$ cat src/pkg/boot_aux_defines.vh
// constants for the boot and auxiliary register command block
`ifndef BOOT_AUX_DEFINES_VH
`define BOOT_AUX_DEFINES_VH
// ----------------------------------------
// opcodes
// ----------------------------------------
`define OP_CORR_STATUS_RD 8'h18
`define OP_BOOT_CFG_RD    8'h14
`define OP_BOOT_CFG_WR    8'h15
`define OP_NV_LEARN_PROG  8'h43
`define OP_VOL_LEARN_WR   8'h4a
`define OP_LEARN_PAT_RD   8'h41
`define OP_WRITE_ENABLE   8'h06
// ----------------------------------------
// boot_stream_config fields
// ----------------------------------------
`define BOOT_ADDR_MSB     31
`define BOOT_ADDR_LSB     9
`define BOOT_DELAY_MSB    8
`define BOOT_DELAY_LSB    1
`define BOOT_ENABLE_BIT   0
`define BOOT_CFG_RESET    32'h00000000
// ----------------------------------------
// status and config bit positions
// ----------------------------------------
`define SR1_WIP_BIT       0
`define SR1_WEL_BIT       1
`define SR1_EERR_BIT      5
`define SR1_PERR_BIT      6
`define CR1_QUAD_BIT      1
`define NV_LEARN_RESET    8'h00
// ----------------------------------------
// timing
// ----------------------------------------
`define CLK_PERIOD_NS     50
`define NV_UPDATE_NS      500000
`define NV_UPDATE_CYC     (`NV_UPDATE_NS / `CLK_PERIOD_NS)
`define CORR_UNIT_BYTES   16
`endif

$ cat src/verilog/boot_aux_cmd.v
// serial flash command logic for boot stream and auxiliary registers
// Functional notes
// - after latency, status byte sent 16 times
// - chip select low advances to next unit
// - boot read armed after every reset
// - boot data withheld for delay count
// - boot starts at 512-byte aligned address
// - stream increments; chip select high ends it once a byte is sent
// - no second boot stream until reset
// - quad enable sends four bits per cycle in the boot stream only; 14h, 41h and 18h reads stay one bit per cycle
// - 14h reads config, low byte first
// - config read repeats every 32 cycles
// - 15h accepted only with latch set
// - write runs only after exact 32 bits
// - busy flag during update, clears latch
// - erase or program failure sets error flags
// - 43h takes one byte, needs latch
// - program busy, error flag, clears latch
// - 4ah writes volatile byte immediately
// - 41h repeats pattern every eight clocks
// - 06h sets the write enable latch
// - ddr latency drives pattern bits 7,5,3,1 over last four cycles
`timescale 1ns/1ps
`include "boot_aux_defines.vh"
module boot_aux_cmd #(
  parameter NV_CYC = `NV_UPDATE_CYC
) (
  input  wire        mclk,
  input  wire        resetn,
  input  wire        cs_n,
  input  wire        sck,
  input  wire        si,
  output reg  [3:0]  io_out,
  output reg  [3:0]  io_oe,
  input  wire [3:0]  volatile_config_2,
  input  wire [7:0]  config_register_1,
  input  wire        ddr_learn_enable,
  input  wire [7:0]  correction_unit_status,
  output wire [31:0] corr_unit_addr,
  input  wire [7:0]  array_data,
  input  wire        array_valid,
  output wire        array_ready,
  output wire [31:0] array_addr,
  input  wire        erase_fail,
  input  wire        program_fail,
  output wire [7:0]  status_register_1,
  output wire [31:0] boot_stream_config,
  output wire [7:0]  vol_learning_register
);
  // ----------------------------------------
  // states
  // ----------------------------------------
  localparam S_CMD   = 3'd0;
  localparam S_ADDR  = 3'd1;
  localparam S_WAIT  = 3'd2;
  localparam S_OUT   = 3'd3;
  localparam S_DATA  = 3'd4;
  localparam S_BOOT  = 3'd5;
  localparam S_IDLE  = 3'd6;
  // ----------------------------------------
  // pin sampling, three stages
  // ----------------------------------------
  reg [2:0] cs_s_r;
  reg [2:0] sck_s_r;
  reg [2:0] si_s_r;
  always @(posedge mclk or negedge resetn) begin
    if (!resetn) begin
      cs_s_r  <= 3'b111;
      sck_s_r <= 3'b000;
      si_s_r  <= 3'b000;
    end else begin
      cs_s_r  <= {cs_s_r[1:0], cs_n};
      sck_s_r <= {sck_s_r[1:0], sck};
      si_s_r  <= {si_s_r[1:0], si};
    end
  end
  wire cs_lo   = ~cs_s_r[1] & ~cs_s_r[2];
  wire cs_rise = cs_s_r[1] & cs_s_r[2];
  wire sck_up  = sck_s_r[1] & ~sck_s_r[2];
  wire sck_dn  = ~sck_s_r[1] & sck_s_r[2];
  wire sck_up_l = sck_up & cs_lo;
  wire sck_dn_l = sck_dn & cs_lo;
  // ----------------------------------------
  // registers
  // ----------------------------------------
  reg  [2:0]  st_r;
  reg  [7:0]  op_r;
  reg  [5:0]  bit_r;
  reg  [31:0] sh_r;
  reg  [31:0] cfg_r = `BOOT_CFG_RESET;
  reg  [7:0]  nv_r  = `NV_LEARN_RESET;
  reg  [7:0]  vol_r;
  reg         wel_r;
  reg         wip_r;
  reg         eerr_r;
  reg         perr_r;
  reg         boot_arm_r;
  reg         busy_cfg_r;
  reg  [31:0] busy_cnt_r;
  reg  [31:0] addr_r;
  reg  [7:0]  lat_r;
  reg  [3:0]  rep_r;
  reg         held_r;
  reg         seen_r;
  reg  [7:0]  obyte_r;
  reg  [2:0]  obit_r;
  reg         reload_r;
  reg  [31:0] fetch_r;
  wire        quad = config_register_1[`CR1_QUAD_BIT];
  wire [31:0] cfg_next = {sh_r[7:0], sh_r[15:8], sh_r[23:16], sh_r[31:24]};
  wire        fifo_v;
  wire [7:0]  fifo_d;
  wire        fifo_take = (st_r == S_BOOT) & fifo_v & ~held_r;
  wire        fetch_push = array_valid & array_ready & (st_r == S_BOOT);
  wire        nv_done    = wip_r & ~program_fail &
                           (busy_cnt_r == 32'h00000000);
  assign status_register_1     = {1'b0, perr_r, eerr_r, 3'b000, wel_r, wip_r};
  assign boot_stream_config    = cfg_r;
  assign vol_learning_register = vol_r;
  assign corr_unit_addr        = {addr_r[31:4], 4'h0};
  assign array_addr            = fetch_r;
  // boot data path, stalls the array when full
  boot_fifo #(.WIDTH(8), .DEPTH(32), .AW(5)) u_fifo (
    .mclk      (mclk),
    .resetn    (resetn),
    .in_data   (array_data),
    .in_valid  (array_valid & (st_r == S_BOOT)),
    .in_ready  (array_ready),
    .out_data  (fifo_d),
    .out_valid (fifo_v),
    .out_ready (fifo_take)
  );
  // ----------------------------------------
  // main sequencer
  // ----------------------------------------
  always @(posedge mclk or negedge resetn) begin
    if (!resetn) begin
      st_r <= S_IDLE;
      op_r <= 8'h00;
      bit_r <= 6'd0;
      sh_r <= 32'h00000000;
      vol_r <= `NV_LEARN_RESET;
      wel_r <= 1'b0;
      wip_r <= 1'b0;
      eerr_r <= 1'b0;
      perr_r <= 1'b0;
      boot_arm_r <= 1'b1;
      busy_cfg_r <= 1'b0;
      busy_cnt_r <= 32'h00000000;
      addr_r <= 32'h00000000;
      lat_r <= 8'h00;
      rep_r <= 4'h0;
      held_r <= 1'b0;
      seen_r <= 1'b0;
      obyte_r <= 8'h00;
      obit_r <= 3'd0;
      reload_r <= 1'b0;
      fetch_r <= 32'h00000000;
      io_out <= 4'h0;
      io_oe <= 4'h0;
    end else begin
      if (fetch_push)
        fetch_r <= fetch_r + 32'h00000001;
      // self-timed nonvolatile update
      // busy then done
      if (wip_r) begin
        if (busy_cnt_r == 32'h00000000) begin
          wip_r <= 1'b0;
          wel_r <= 1'b0;
          if (busy_cfg_r & erase_fail)
            eerr_r <= 1'b1;
          if (program_fail)
            perr_r <= 1'b1;
        end else
          busy_cnt_r <= busy_cnt_r - 1'b1;
      end
      if (st_r == S_IDLE) begin
        vol_r <= nv_r;
        addr_r <= {cfg_r[`BOOT_ADDR_MSB:`BOOT_ADDR_LSB], 9'h000};
        fetch_r <= {cfg_r[`BOOT_ADDR_MSB:`BOOT_ADDR_LSB], 9'h000};
        st_r <= (boot_arm_r & cfg_r[`BOOT_ENABLE_BIT]) ? S_BOOT : S_CMD;
        lat_r <= cfg_r[`BOOT_DELAY_MSB:`BOOT_DELAY_LSB];
        seen_r <= 1'b0;
        // head byte held until sent
        held_r <= 1'b1;
        obit_r <= 3'd0;
      end else if (cs_rise) begin
        io_oe <= 4'h0;
        bit_r <= 6'd0;
        reload_r <= 1'b0;
        if (st_r == S_BOOT && seen_r)
          boot_arm_r <= 1'b0;
        if (st_r != S_BOOT || seen_r)
          st_r <= S_CMD;
        if (st_r == S_CMD && bit_r == 6'd8 && op_r == `OP_WRITE_ENABLE
            && !wip_r)
          wel_r <= 1'b1;
        if (st_r == S_DATA && wel_r && !wip_r) begin
          if (op_r == `OP_BOOT_CFG_WR && bit_r == 6'd32) begin
            sh_r <= cfg_next;
            wip_r <= 1'b1;
            busy_cfg_r <= 1'b1;
            busy_cnt_r <= NV_CYC - 1;
          end
          if (op_r == `OP_NV_LEARN_PROG && bit_r == 6'd8) begin
            wip_r <= 1'b1;
            busy_cfg_r <= 1'b0;
            busy_cnt_r <= NV_CYC - 1;
          end
          if (op_r == `OP_VOL_LEARN_WR && bit_r == 6'd8) begin
            vol_r <= sh_r[7:0];
            wel_r <= 1'b0;
          end
        end
      end else begin
        case (st_r)
          S_CMD: begin
            if (sck_up_l && bit_r < 6'd8) begin
              op_r <= {op_r[6:0], si_s_r[2]};
              bit_r <= bit_r + 1'b1;
              if (bit_r == 6'd7) begin
                bit_r <= 6'd8;
                case ({op_r[6:0], si_s_r[2]})
                  `OP_CORR_STATUS_RD: begin
                    st_r <= S_ADDR;
                    bit_r <= 6'd0;
                  end
                  `OP_BOOT_CFG_RD: begin
                    sh_r <= {cfg_r[7:0], cfg_r[15:8], cfg_r[23:16],
                             cfg_r[31:24]};
                    st_r <= S_OUT;
                    bit_r <= 6'd0;
                  end
                  `OP_LEARN_PAT_RD: begin
                    sh_r <= {vol_r, 24'h000000};
                    st_r <= S_OUT;
                    bit_r <= 6'd0;
                  end
                  `OP_BOOT_CFG_WR, `OP_NV_LEARN_PROG,
                  `OP_VOL_LEARN_WR: begin
                    st_r <= S_DATA;
                    bit_r <= 6'd0;
                  end
                  default: st_r <= S_CMD;
                endcase
              end
            end
          end
          S_ADDR: begin
            // unit address, low nibble forced zero
            if (sck_up_l) begin
              addr_r <= {addr_r[30:0], si_s_r[2]};
              bit_r <= bit_r + 1'b1;
              if (bit_r == 6'd31) begin
                st_r <= S_WAIT;
                lat_r <= {4'h0, volatile_config_2};
                rep_r <= 4'h0;
                bit_r <= 6'd0;
              end
            end
          end
          S_WAIT: begin
            if (ddr_learn_enable && lat_r <= 8'd4 && lat_r != 8'd0) begin
              io_oe <= 4'hf;
              io_out <= {4{vol_r[{lat_r[1:0], 1'b0} - 3'd1]}};
            end
            if (lat_r == 8'd0) begin
              st_r <= S_OUT;
              sh_r <= {correction_unit_status, 24'h000000};
            end else if (sck_dn_l)
              lat_r <= lat_r - 1'b1;
          end
          S_OUT: begin
            if (sck_dn_l) begin
              io_oe <= 4'h2;
              io_out <= {2'b00, sh_r[31], 1'b0};
              sh_r <= {sh_r[30:0], sh_r[31]};
              bit_r <= bit_r + 1'b1;
              if (op_r == `OP_CORR_STATUS_RD && bit_r[2:0] == 3'd7) begin
                rep_r <= rep_r + 1'b1;
                reload_r <= 1'b1;
                if (rep_r == `CORR_UNIT_BYTES - 1)
                  addr_r <= addr_r + 32'h00000010;
              end
              if (op_r == `OP_LEARN_PAT_RD && bit_r[2:0] == 3'd7)
                sh_r <= {vol_r, 24'h000000};
            end else if (reload_r) begin
              // status taken once the unit address settles
              sh_r <= {correction_unit_status, 24'h000000};
              reload_r <= 1'b0;
            end
          end
          S_DATA: begin
            if (sck_up_l && bit_r < 6'd33) begin
              sh_r <= {sh_r[30:0], si_s_r[2]};
              bit_r <= bit_r + 1'b1;
            end
          end
          S_BOOT: begin
            if (sck_dn_l && lat_r != 8'd0)
              lat_r <= lat_r - 1'b1;
            else if (sck_dn_l && fifo_v) begin
              if (quad) begin
                io_oe <= 4'hf;
                io_out <= obit_r[2] ? fifo_d[3:0] : fifo_d[7:4];
                obit_r <= obit_r + 3'd4;
                held_r <= ~obit_r[2];
              end else begin
                io_oe <= 4'h2;
                io_out <= {2'b00, fifo_d[3'd7 - obit_r], 1'b0};
                obit_r <= obit_r + 1'b1;
                held_r <= (obit_r != 3'd7);
              end
              if ((quad && obit_r[2]) || (!quad && obit_r == 3'd7)) begin
                seen_r <= 1'b1;
                addr_r <= addr_r + 32'h00000001;
              end
            end else if (!held_r)
              held_r <= 1'b1;
          end
          default: st_r <= S_CMD;
        endcase
        if (fifo_take)
          held_r <= 1'b1;
      end
    end
  end
  // ----------------------------------------
  // nonvolatile storage, kept through resetn
  // ----------------------------------------
  always @(posedge mclk) begin
    if (nv_done & busy_cfg_r)
      cfg_r <= sh_r;
    if (nv_done & ~busy_cfg_r)
      nv_r <= sh_r[7:0];
  end
endmodule

$ cat src/verilog/boot_fifo.v
// small flip-flop fifo with valid and ready on both sides
`timescale 1ns/1ps
module boot_fifo #(
  parameter WIDTH = 8,
  parameter DEPTH = 32,
  parameter AW    = 5
) (
  input  wire             mclk,
  input  wire             resetn,
  input  wire [WIDTH-1:0] in_data,
  input  wire             in_valid,
  output wire             in_ready,
  output wire [WIDTH-1:0] out_data,
  output wire             out_valid,
  input  wire             out_ready
);
  reg [WIDTH-1:0] mem_r [0:DEPTH-1];
  reg [AW-1:0]    wp_r;
  reg [AW-1:0]    rp_r;
  reg [AW:0]      cnt_r;
  wire            push;
  wire            pop;
  assign in_ready  = (cnt_r != DEPTH);
  assign out_valid = (cnt_r != 0);
  assign out_data  = mem_r[rp_r];
  assign push      = in_valid & in_ready;
  assign pop       = out_valid & out_ready;
  always @(posedge mclk) begin
    if (push)
      mem_r[wp_r] <= in_data;
  end
  always @(posedge mclk or negedge resetn) begin
    if (!resetn) begin
      wp_r  <= {AW{1'b0}};
      rp_r  <= {AW{1'b0}};
      cnt_r <= {(AW+1){1'b0}};
    end else begin
      if (push)
        wp_r <= wp_r + 1'b1;
      if (pop)
        rp_r <= rp_r + 1'b1;
      if (push & ~pop)
        cnt_r <= cnt_r + 1'b1;
      else if (pop & ~push)
        cnt_r <= cnt_r - 1'b1;
    end
  end
endmodule
$ cat config.mk
export PLATFORM = sky130hd
export DESIGN_NAME = boot_aux_cmd
export DESIGN_NICKNAME = d
export VERILOG_FILES = /design/src/verilog/boot_aux_cmd.v /design/src/verilog/boot_fifo.v
export VERILOG_INCLUDE_DIRS = /design/src /design/src/pkg
export SDC_FILE = /design/constraint.sdc
export NUM_CORES = 1
export LEC_CHECK = 0
export BUFFER_PORTS_ARGS = -buffer_cell sky130_fd_sc_hd__buf_2
export CAP_MARGIN = 10
export CORE_MARGIN = 5
export CORE_UTILIZATION = 55
export CTS_CLUSTER_SIZE = 10
export DETAILED_ROUTE_END_ITERATION = 16
export PLACE_DENSITY = 0.71
export SLEW_MARGIN = 30
export SYNTH_ARGS = -nofsm -noshare
export SYNTH_HDL_FRONTEND = slang
export SYNTH_SLANG_ARGS = --single-unit
$ cat constraint.sdc
create_clock -name mclk -period 16.4 [get_ports mclk]
set_input_delay 0.82 -clock mclk [delete_from_list [all_inputs] [get_ports mclk]]
set_output_delay 0.82 -clock mclk [all_outputs]
set_load 0.01 [all_outputs]
==> results of run 1 <==
## layout make-up
type / instances / area [um2] / share of cell area [%]
clock buffer: 104 / 1674 / 6.282
timing repair buffer: 165 / 893.4 / 3.352
clock inverter: 4 / 88.84 / 0.3333
tap: 585 / 732.0 / 2.746
inverter: 36 / 135.1 / 0.5070
sequential: 504 / 14110 / 52.93
multi-input combinational: 1292 / 9021 / 33.85
## logic make-up (layout without fill, tap and decap cells)
logic type                 count (synthesis)  after routing
buffers and inverters                    197            309
adders and majority gates                 25             25
AOI/OAI and AO/OA                        432            432
and+or+nand+nor                          633            633
other                                      1              8
muxes                                    145            145
xor gates and xnor gates                  49             49
DFF                                      504            504
## final timing paths
path                                     startpoint  cells after the start                           to  slack, ns
worst max-delay path            st_r[1]$_DFFE_PN1P_                     14  u_fifo.cnt_r[5]$_DFFE_PN0P_      11.57
worst min-delay path                         resetn                      1   u_fifo.wp_r[0]$_DFFE_PN0P_       0.22
worst max register to register  st_r[1]$_DFFE_PN1P_                     14  u_fifo.cnt_r[5]$_DFFE_PN0P_      11.57
worst min register to register  si_s_r[0]$_DFF_PN0_                      0          si_s_r[1]$_DFF_PN0_       0.35
max in group asynchronous                    resetn                      3         io_oe[2]$_DFFE_PN0P_      14.09
min in group mclk                                si                      1          si_s_r[0]$_DFF_PN0_       0.30
## power by group through the flow
stage	Sequential [mW]	Clock, mW	Combinational, mW
final	1.64	1.20	0.604
after global routing	1.65	1.28	0.672
after global placement	1.64	0	0.578
after floorplan	1.57	0	0.503
after CTS	1.63	1.22	0.599
after detailed placement	1.65	0	0.595
## state kept, by name (all words and copies together) (netlist names), 5 cells and up
signal	flops
busy_cnt_r	32
bit_r	6
boot_stream_config	32
u_fifo.cnt_r	6
addr_r	32
u_fifo.mem_r	256
vol_learning_register	8
op_r	8
array_addr	32
sh_r	32
u_fifo.rp_r	5
u_fifo.wp_r	5
nv_r	8
lat_r	8
## stage by stage
step | area (um2) | util (%) | setup WS (ns) | std cells | total power [mW]
after floorplan | 24010 | - | 11.03 | 1993 | 2.072
after global placement | 24850 | 57.68 | 11.76 | 2582 | 2.221
after detailed placement | 24870 | 57.73 | 11.66 | 2582 | 2.245
after CTS | 26630 | 61.82 | 11.62 | 2690 | 3.442
after global routing | 26650 | 61.87 | 11.25 | 2690 | 3.599
final | 26650 | 61.87 | 11.57 | 2690 | 3.437
## worst register-to-register path: cells and delay by family, from the launching register on
family | cells | cell delay, ns
AND/OR/NAND/NOR | 3 | 0.76
XOR/XNOR | 2 | 0.28
flip-flops | 1 | 0.95
adder cells (fa/ha/maj) | 2 | 0.82
buffers and inverters | 3 | 1.23
AO/OA/AOI/OAI | 4 | 0.64
## routing by layer
layer | wire length [um] | share of wire, %
met1 | 25310 | 42
met2 | 27760 | 46
met3 | 4660 | 7.7
met4 | 2511 | 4.2
met5 | 12 | 0.020
## layout by cell type (no fill, tap or decap), types with 16 or more instances in the layout
cell | netlist | routed
a211oi_1 | 19 | 19
a21oi_1 | 80 | 79
a221oi_1 | 43 | 43
a22oi_1 | 21 | 21
a31oi_1 | 24 | 24
and3_1 | 22 | 20
buf_2 | 10 | 141
buf_4 | 42 | 23
clkbuf_1 | 94 | 41
clkbuf_16 | 0 | 58
dfrtp_1 | 202 | 200
edfxtp_1 | 296 | 296
ha_1 | 24 | 24
inv_1 | 35 | 35
mux2_2 | 45 | 45
mux2i_1 | 52 | 52
mux4_2 | 48 | 48
nand2_1 | 169 | 168
nand3_1 | 55 | 55
nand4_1 | 18 | 18
nor2_1 | 194 | 192
nor3_1 | 44 | 42
nor4_1 | 17 | 16
o211ai_1 | 19 | 19
o21ai_0 | 89 | 88
o311ai_0 | 16 | 16
xnor2_1 | 39 | 39
==> results.sh, run 1 <==
export IMPL_switchingPower_mw=1.034
export IMPL_synth_common_cells="edfxtp_1, dfrtp_1, nor2_1"
export IMPL_p_int_mw=2.404
export IMPL_tns_ns=0
export IMPL_synth_area_um2=23980
export IMPL_crit_family="buffers and inverters"
export IMPL_via_per_inst=6.349
export IMPL_gp_congestion=0.9260
export IMPL_first_pass_iters=5
export IMPL_synth_area_leaders="edfxtp_1, dfrtp_1, mux4_2, nor2_1, nand2_1"
export IMPL_period_minus_slack_ns=4.827
export IMPL_clkLatencyLatePin_ns=0.65
export IMPL_ys_types=83
export IMPL_leakagePower_nw=10.05
export IMPL_die_h_um=218.8
export IMPL_areaGrowthSynthToFinish_pct=11.13
export IMPL_vias=17080
export IMPL_start_kind="flop"
export IMPL_drive_gt1_share_pct=17.58
export IMPL_fin_crit_sh_pct=29.43
export IMPL_max_slew_margin_pct=37.81
export IMPL_grt_util_met1_pct=35.47
export IMPL_cp_slowest_cell="dfstp_2"
export IMPL_ir_worst_vdd_v=0.00009909
export IMPL_wl_per_cell_um=22.40
export IMPL_ctsResizeCount=0
export IMPL_synth_top_family_by_area="simple AND/OR/NAND/NOR gates"
export IMPL_pwr_share_seq_pct=47.6
export IMPL_fmax_mhz=207.2
export IMPL_cts_hold_repair_buffers=0
export IMPL_grt_pass1_wl_um=93950
export IMPL_finalWirelength_um=60260
export IMPL_power_frac_comb_pct=17.6
export IMPL_skew_ns=0.05067
export IMPL_core_area_um2=43080
export IMPL_postCtsSetupRepairBufs=0
export IMPL_cts_buffers=58
export IMPL_worst_pin_slew_ns=0.9309
export IMPL_start_util_pct=55.67
export IMPL_synth_area_leader_cell="edfxtp_1"
export IMPL_die_area_um2=47880
export IMPL_clk_pin_slew_ns=0.06
export IMPL_die_w_um=218.8
export IMPL_synth_compound_area_share_pct=12.45
export IMPL_grt_overflow_total=0
export IMPL_root_buffer="clkbuf_16"
export IMPL_end_kind="flop"
export IMPL_initialDrtViolationCount=1724
export IMPL_synth_simple_area_share_pct=12.89
export IMPL_num_rows=76
export IMPL_fill_cells=3383
export IMPL_crit_arrival_ns=5.31
export IMPL_rsz0062_at_grt="no"
export IMPL_switching_share_pct=30.07
export IMPL_slew_viol_final=0
export IMPL_busiest_layer="met2"
export IMPL_cts_buffer_depth=3
export IMPL_synth_top_area_share_pct=37.07
export IMPL_hold_viol=0
export IMPL_timing_hold_ws_ns=0.2226
export IMPL_worstPathMaxFanout=37
export IMPL_max_cap_violations=0
export IMPL_synth_most_common_cell="edfxtp_1"
export IMPL_synthAdderAreaFrac_pct=1.336
export IMPL_antenna_found_initial=1
export IMPL_ys_seq_area_share_pct=58.80
export IMPL_yosys_warnings=0
export IMPL_ys_flop_type="edfxtp_1"
export IMPL_met3_usage_pct=4.456
export IMPL_status="finished, final reports clean"
export IMPL_synth_edf_count=296
export IMPL_io_pins=158
export IMPL_crit_required_ns=16.88
export IMPL_p_clk_share_pct=34.8
export IMPL_grt_util_met2_pct=38.26
export IMPL_antenna_cells=0
export IMPL_crit_buf_inv=3
export IMPL_setup_viol=0
export IMPL_power_density_nw_per_um2=129.0
export IMPL_drc=0
export IMPL_async_reset_ff_share_pct=41.27
export IMPL_hold_class="in -> async"
export IMPL_avgSynthCellArea_um2=12.07
export IMPL_synth_xor_area_share_pct=1.790
export IMPL_cts_max_level=2
export IMPL_syn_instance_count=1986
export IMPL_grt_pass1_vias=16330
export IMPL_place_hpwl_um=39040
export IMPL_numPortBuffers=142
export IMPL_tritoncts="done"
export IMPL_synthMuxAreaShare_pct=8.792
export IMPL_slowest_delay_ns=0.95
export IMPL_cp_cell_sequence="and3b_1 -> nand3_1 -> buf_4 -> clkinv_1 -> ha_1 -> inv_1 -> ha_1 -> a21o_1 -> a21oi_1 -> o21bai_1 -> a21oi_1 -> xnor2_1 -> nor2_1 -> xnor2_1"
export IMPL_path_class="reg -> reg"
export IMPL_cts_sinks=504
export IMPL_grt_total_usage_pct=24.92
export IMPL_ys_ff_latch=504
export IMPL_num_nets_final=2119
export IMPL_drtAntennaViolNets=0
export IMPL_grt_start_max_net_pins=99
(Power assumes the default switching activity.)
==> run 2, diff against run 1 <==
Settings changed: ABC_AREA from default to 1, PLACE_DENSITY 0.71 to 0.74.
Clock period 16.4 ns to 4 ns, I/O delays scaled along.
==> run 2 against run 1 <==
  * Sequential power grew to 4.4 times the previous value
  * Core utilization is 0.44 points lower
  * Global-route usage is 2.3 points higher
  * Setup slack worse by 11 ns
  * Critical path depth is 2 higher
  * Largest power group unchanged
  * Cell area is 7.5% higher
  * Clock power grew to 4.1 times the previous value
  * Critical path type unchanged
  * Die area is 7.8% higher
  * Non-clock buffer count is 14 higher
==> results.sh, run 2 <==
export IMPL_grt_overflow_total=0
export IMPL_cts_max_level=2
export IMPL_crit_buf_inv=2
export IMPL_clk_pin_slew_ns=0.06
export IMPL_num_rows=79
export IMPL_synth_top_area_share_pct=34.25
export IMPL_grt_start_max_net_pins=108
export IMPL_yosys_warnings=0
export IMPL_areaGrowthSynthToFinish_pct=10.43
export IMPL_synth_edf_count=296
export IMPL_first_pass_iters=6
export IMPL_ys_flop_type="edfxtp_1"
export IMPL_start_util_pct=55.63
export IMPL_setup_viol=0
export IMPL_slowest_delay_ns=0.71
export IMPL_layout_common_cells="nand2_1, nor2_1, edfxtp_1, inv_1, nand3_1"
export IMPL_layout_commonest_cell="nand2_1"
export IMPL_die_w_um=227.2
export IMPL_max_cap_violations=0
export IMPL_cts_buffer_depth=3
export IMPL_path_class="reg -> reg"
export IMPL_worstPathMaxFanout=13
export IMPL_vias=21520
export IMPL_synth_area_leader_cell="edfxtp_1"
export IMPL_cp_cell_sequence="nand2_2 -> nor2_1 -> nand2_2 -> inv_2 -> ha_1 -> inv_1 -> ha_1 -> nand2_1 -> nand2_1 -> a31oi_1 -> nor2_1 -> nor2_1 -> nor2_1 -> o21ai_0 -> nand3_1 -> xor2_1"
export IMPL_synth_area_leaders="edfxtp_1, dfrtp_1, nand2_1, nor2_1, nand3_1"
export IMPL_root_buffer="clkbuf_16"
export IMPL_cp_slowest_cell="dfstp_2"
export IMPL_synth_most_common_cell="nand2_1"
export IMPL_ys_types=66
export IMPL_crit_family="simple AND/OR/NAND/NOR gates"
export IMPL_hold_class="in -> reg"
export IMPL_critPathMostFrequentCell="nor2_1"
export IMPL_end_kind="flop"
export IMPL_skew_ns=0.04193
export IMPL_via_per_inst=5.876
export IMPL_grt_total_usage_pct=27.24
export IMPL_drc=0
export IMPL_antenna_found_initial=1
export IMPL_fmax_mhz=287.8
export IMPL_rsz0062_at_grt="no"
export IMPL_fin_crit_sh_pct=86.88
export IMPL_power_frac_comb_pct=37.0
export IMPL_grt_pass1_wl_um=112900
export IMPL_die_area_um2=51640
export IMPL_crit_arrival_ns=3.98
export IMPL_async_reset_ff_share_pct=41.27
export IMPL_num_nets_final=3070
export IMPL_p_clk_share_pct=25.3
export IMPL_gp_congestion=0.9511
export IMPL_cts_sinks=504
export IMPL_syn_instance_count=2916
export IMPL_period_minus_slack_ns=3.475
export IMPL_synth_area_um2=25950
export IMPL_max_slew_margin_pct=37.12
export IMPL_avgSynthCellArea_um2=8.901
export IMPL_fin_util_pct=61.43
export IMPL_ys_ff_latch=504
export IMPL_clkLatencyLatePin_ns=0.63
export IMPL_switching_share_pct=41.07
export IMPL_worst_pin_slew_ns=0.9419
export IMPL_die_h_um=227.2
export IMPL_power_density_nw_per_um2=673.2
export IMPL_finalWirelength_um=71390
export IMPL_instances_no_fill=3663
export IMPL_numPortBuffers=142
export IMPL_p_int_mw=11.37
export IMPL_drtAntennaViolNets=0
export IMPL_regMostFlops="u_fifo.mem_r"
export IMPL_ir_worst_vdd_v=0.0004908
export IMPL_wl_per_cell_um=19.49
export IMPL_status="finished, final reports clean"
export IMPL_drive_gt1_share_pct=11.55
export IMPL_dp_cells=3545
export IMPL_crit_required_ns=4.50
export IMPL_io_pins=158
export IMPL_initialDrtViolationCount=2288
export IMPL_cts_buffers=57
export IMPL_place_hpwl_um=47960
export IMPL_start_kind="flop"
export IMPL_ys_seq_area_share_pct=54.33
export IMPL_tritoncts="done"
export IMPL_hold_viol=0
export IMPL_slew_viol_final=0
export IMPL_pwr_share_seq_pct=37.7
export IMPL_core_area_um2=46650
export IMPL_switchingPower_mw=7.925
export IMPL_fill_cells=3872
export IMPL_synth_common_cells="nand2_1, nor2_1, edfxtp_1"
export IMPL_tns_ns=0
export IMPL_largest_reg_flops=256
export IMPL_grt_pass1_vias=20770
export IMPL_timing_hold_ws_ns=0.01741
export IMPL_leakagePower_nw=11.95
-- run 2: timing repair --
action | in CTS | in global routing
hold buffers | 11 | 0
setup buffers | 0 | 0
gates resized for setup | 0 | 0
hold endpoints to repair | 112 | 0
-- run 2: logic make-up (layout without fill, tap and decap cells) --
group,count (synthesis),count (layout),synth area share (%)
flops,504,504,54.33
fa+ha+maj,25,25,1.234
xor+xnor,43,43,1.451
compound gates,575,575,12.95
other cells,1,9,0.01445
buf+inv,445,577,7.694
simple gates,1323,1323,22.32
-- run 2: area by class of cell --
cell class | count | area (um2) | area share [%]
antenna | 1 | 2.502 | 0.008731
tap | 607 | 759.5 | 2.650
timing repair buffer | 179 | 1064 | 3.711
multi-input combinational | 1974 | 9899 | 34.54
clock buffer | 103 | 1649 | 5.754
sequential | 504 | 14110 | 49.22
inverter | 292 | 1101 | 3.842
clock inverter | 3 | 80.08 | 0.2794
-- run 2: path summary, 6_finish.rpt --
path                                                   endpoint  slack, ns  cells past startpoint            startpoint
max                                 u_fifo.cnt_r[5]$_DFFE_PN0P_       0.52                     16   st_r[2]$_DFFE_PN1P_
min                                        lat_r[3]$_DFFE_PN0P_       0.02                      5  volatile_config_2[3]
max reg2reg                         u_fifo.cnt_r[5]$_DFFE_PN0P_       0.52                     16   st_r[2]$_DFFE_PN1P_
min reg2reg                                 si_s_r[2]$_DFF_PN0_       0.35                      0   si_s_r[1]$_DFF_PN0_
max in group asynchronous                   st_r[2]$_DFFE_PN1P_       2.89                      3                resetn
min in group asynchronous  vol_learning_register[3]$_DFFE_PN0P_       0.18                      2                resetn
-- run 2: routing by layer --
metal / part of all wire (%) / track usage, % / wire length [um]
met5: 0 / 0 / 0
met4: 4.2 / 10.86 / 2978
met3: 7.4 / 4.526 / 5310
met2: 48 / 44.51 / 34260
met1: 40 / 36.78 / 28850
-- run 2: power groups by stage --
stage / logic, mW / registers, mW / clock network, mW
CTS: 7.06 / 7.25 / 4.94
finish: 7.13 / 7.28 / 4.88
detailed placement: 7.01 / 7.33 / 0
global placement: 6.82 / 7.30 / 0
floorplan: 5.38 / 7.05 / 0
global route: 7.93 / 7.38 / 5.15
-- run 2: worst min-delay path, stage by stage --
cell and delay, ns:
buf_2 0.09, a21boi_0 0.07, o21ai_1 0.12, nand2_1 0.06, o21ai_1 0.06
-- run 2: stage by stage --
stage          setup slack [ns]  total power, mW  instance area (um2)
6_report                 0.5250            19.29                28660
5_1_grt                  0.2856            20.46                28660
4_1_cts                  0.5842            19.25                28650
3_5_place_dp             0.6009            14.35                26810
3_3_place_gp             0.7559            14.13                26810
2_1_floorplan            0.9343            12.43                25990
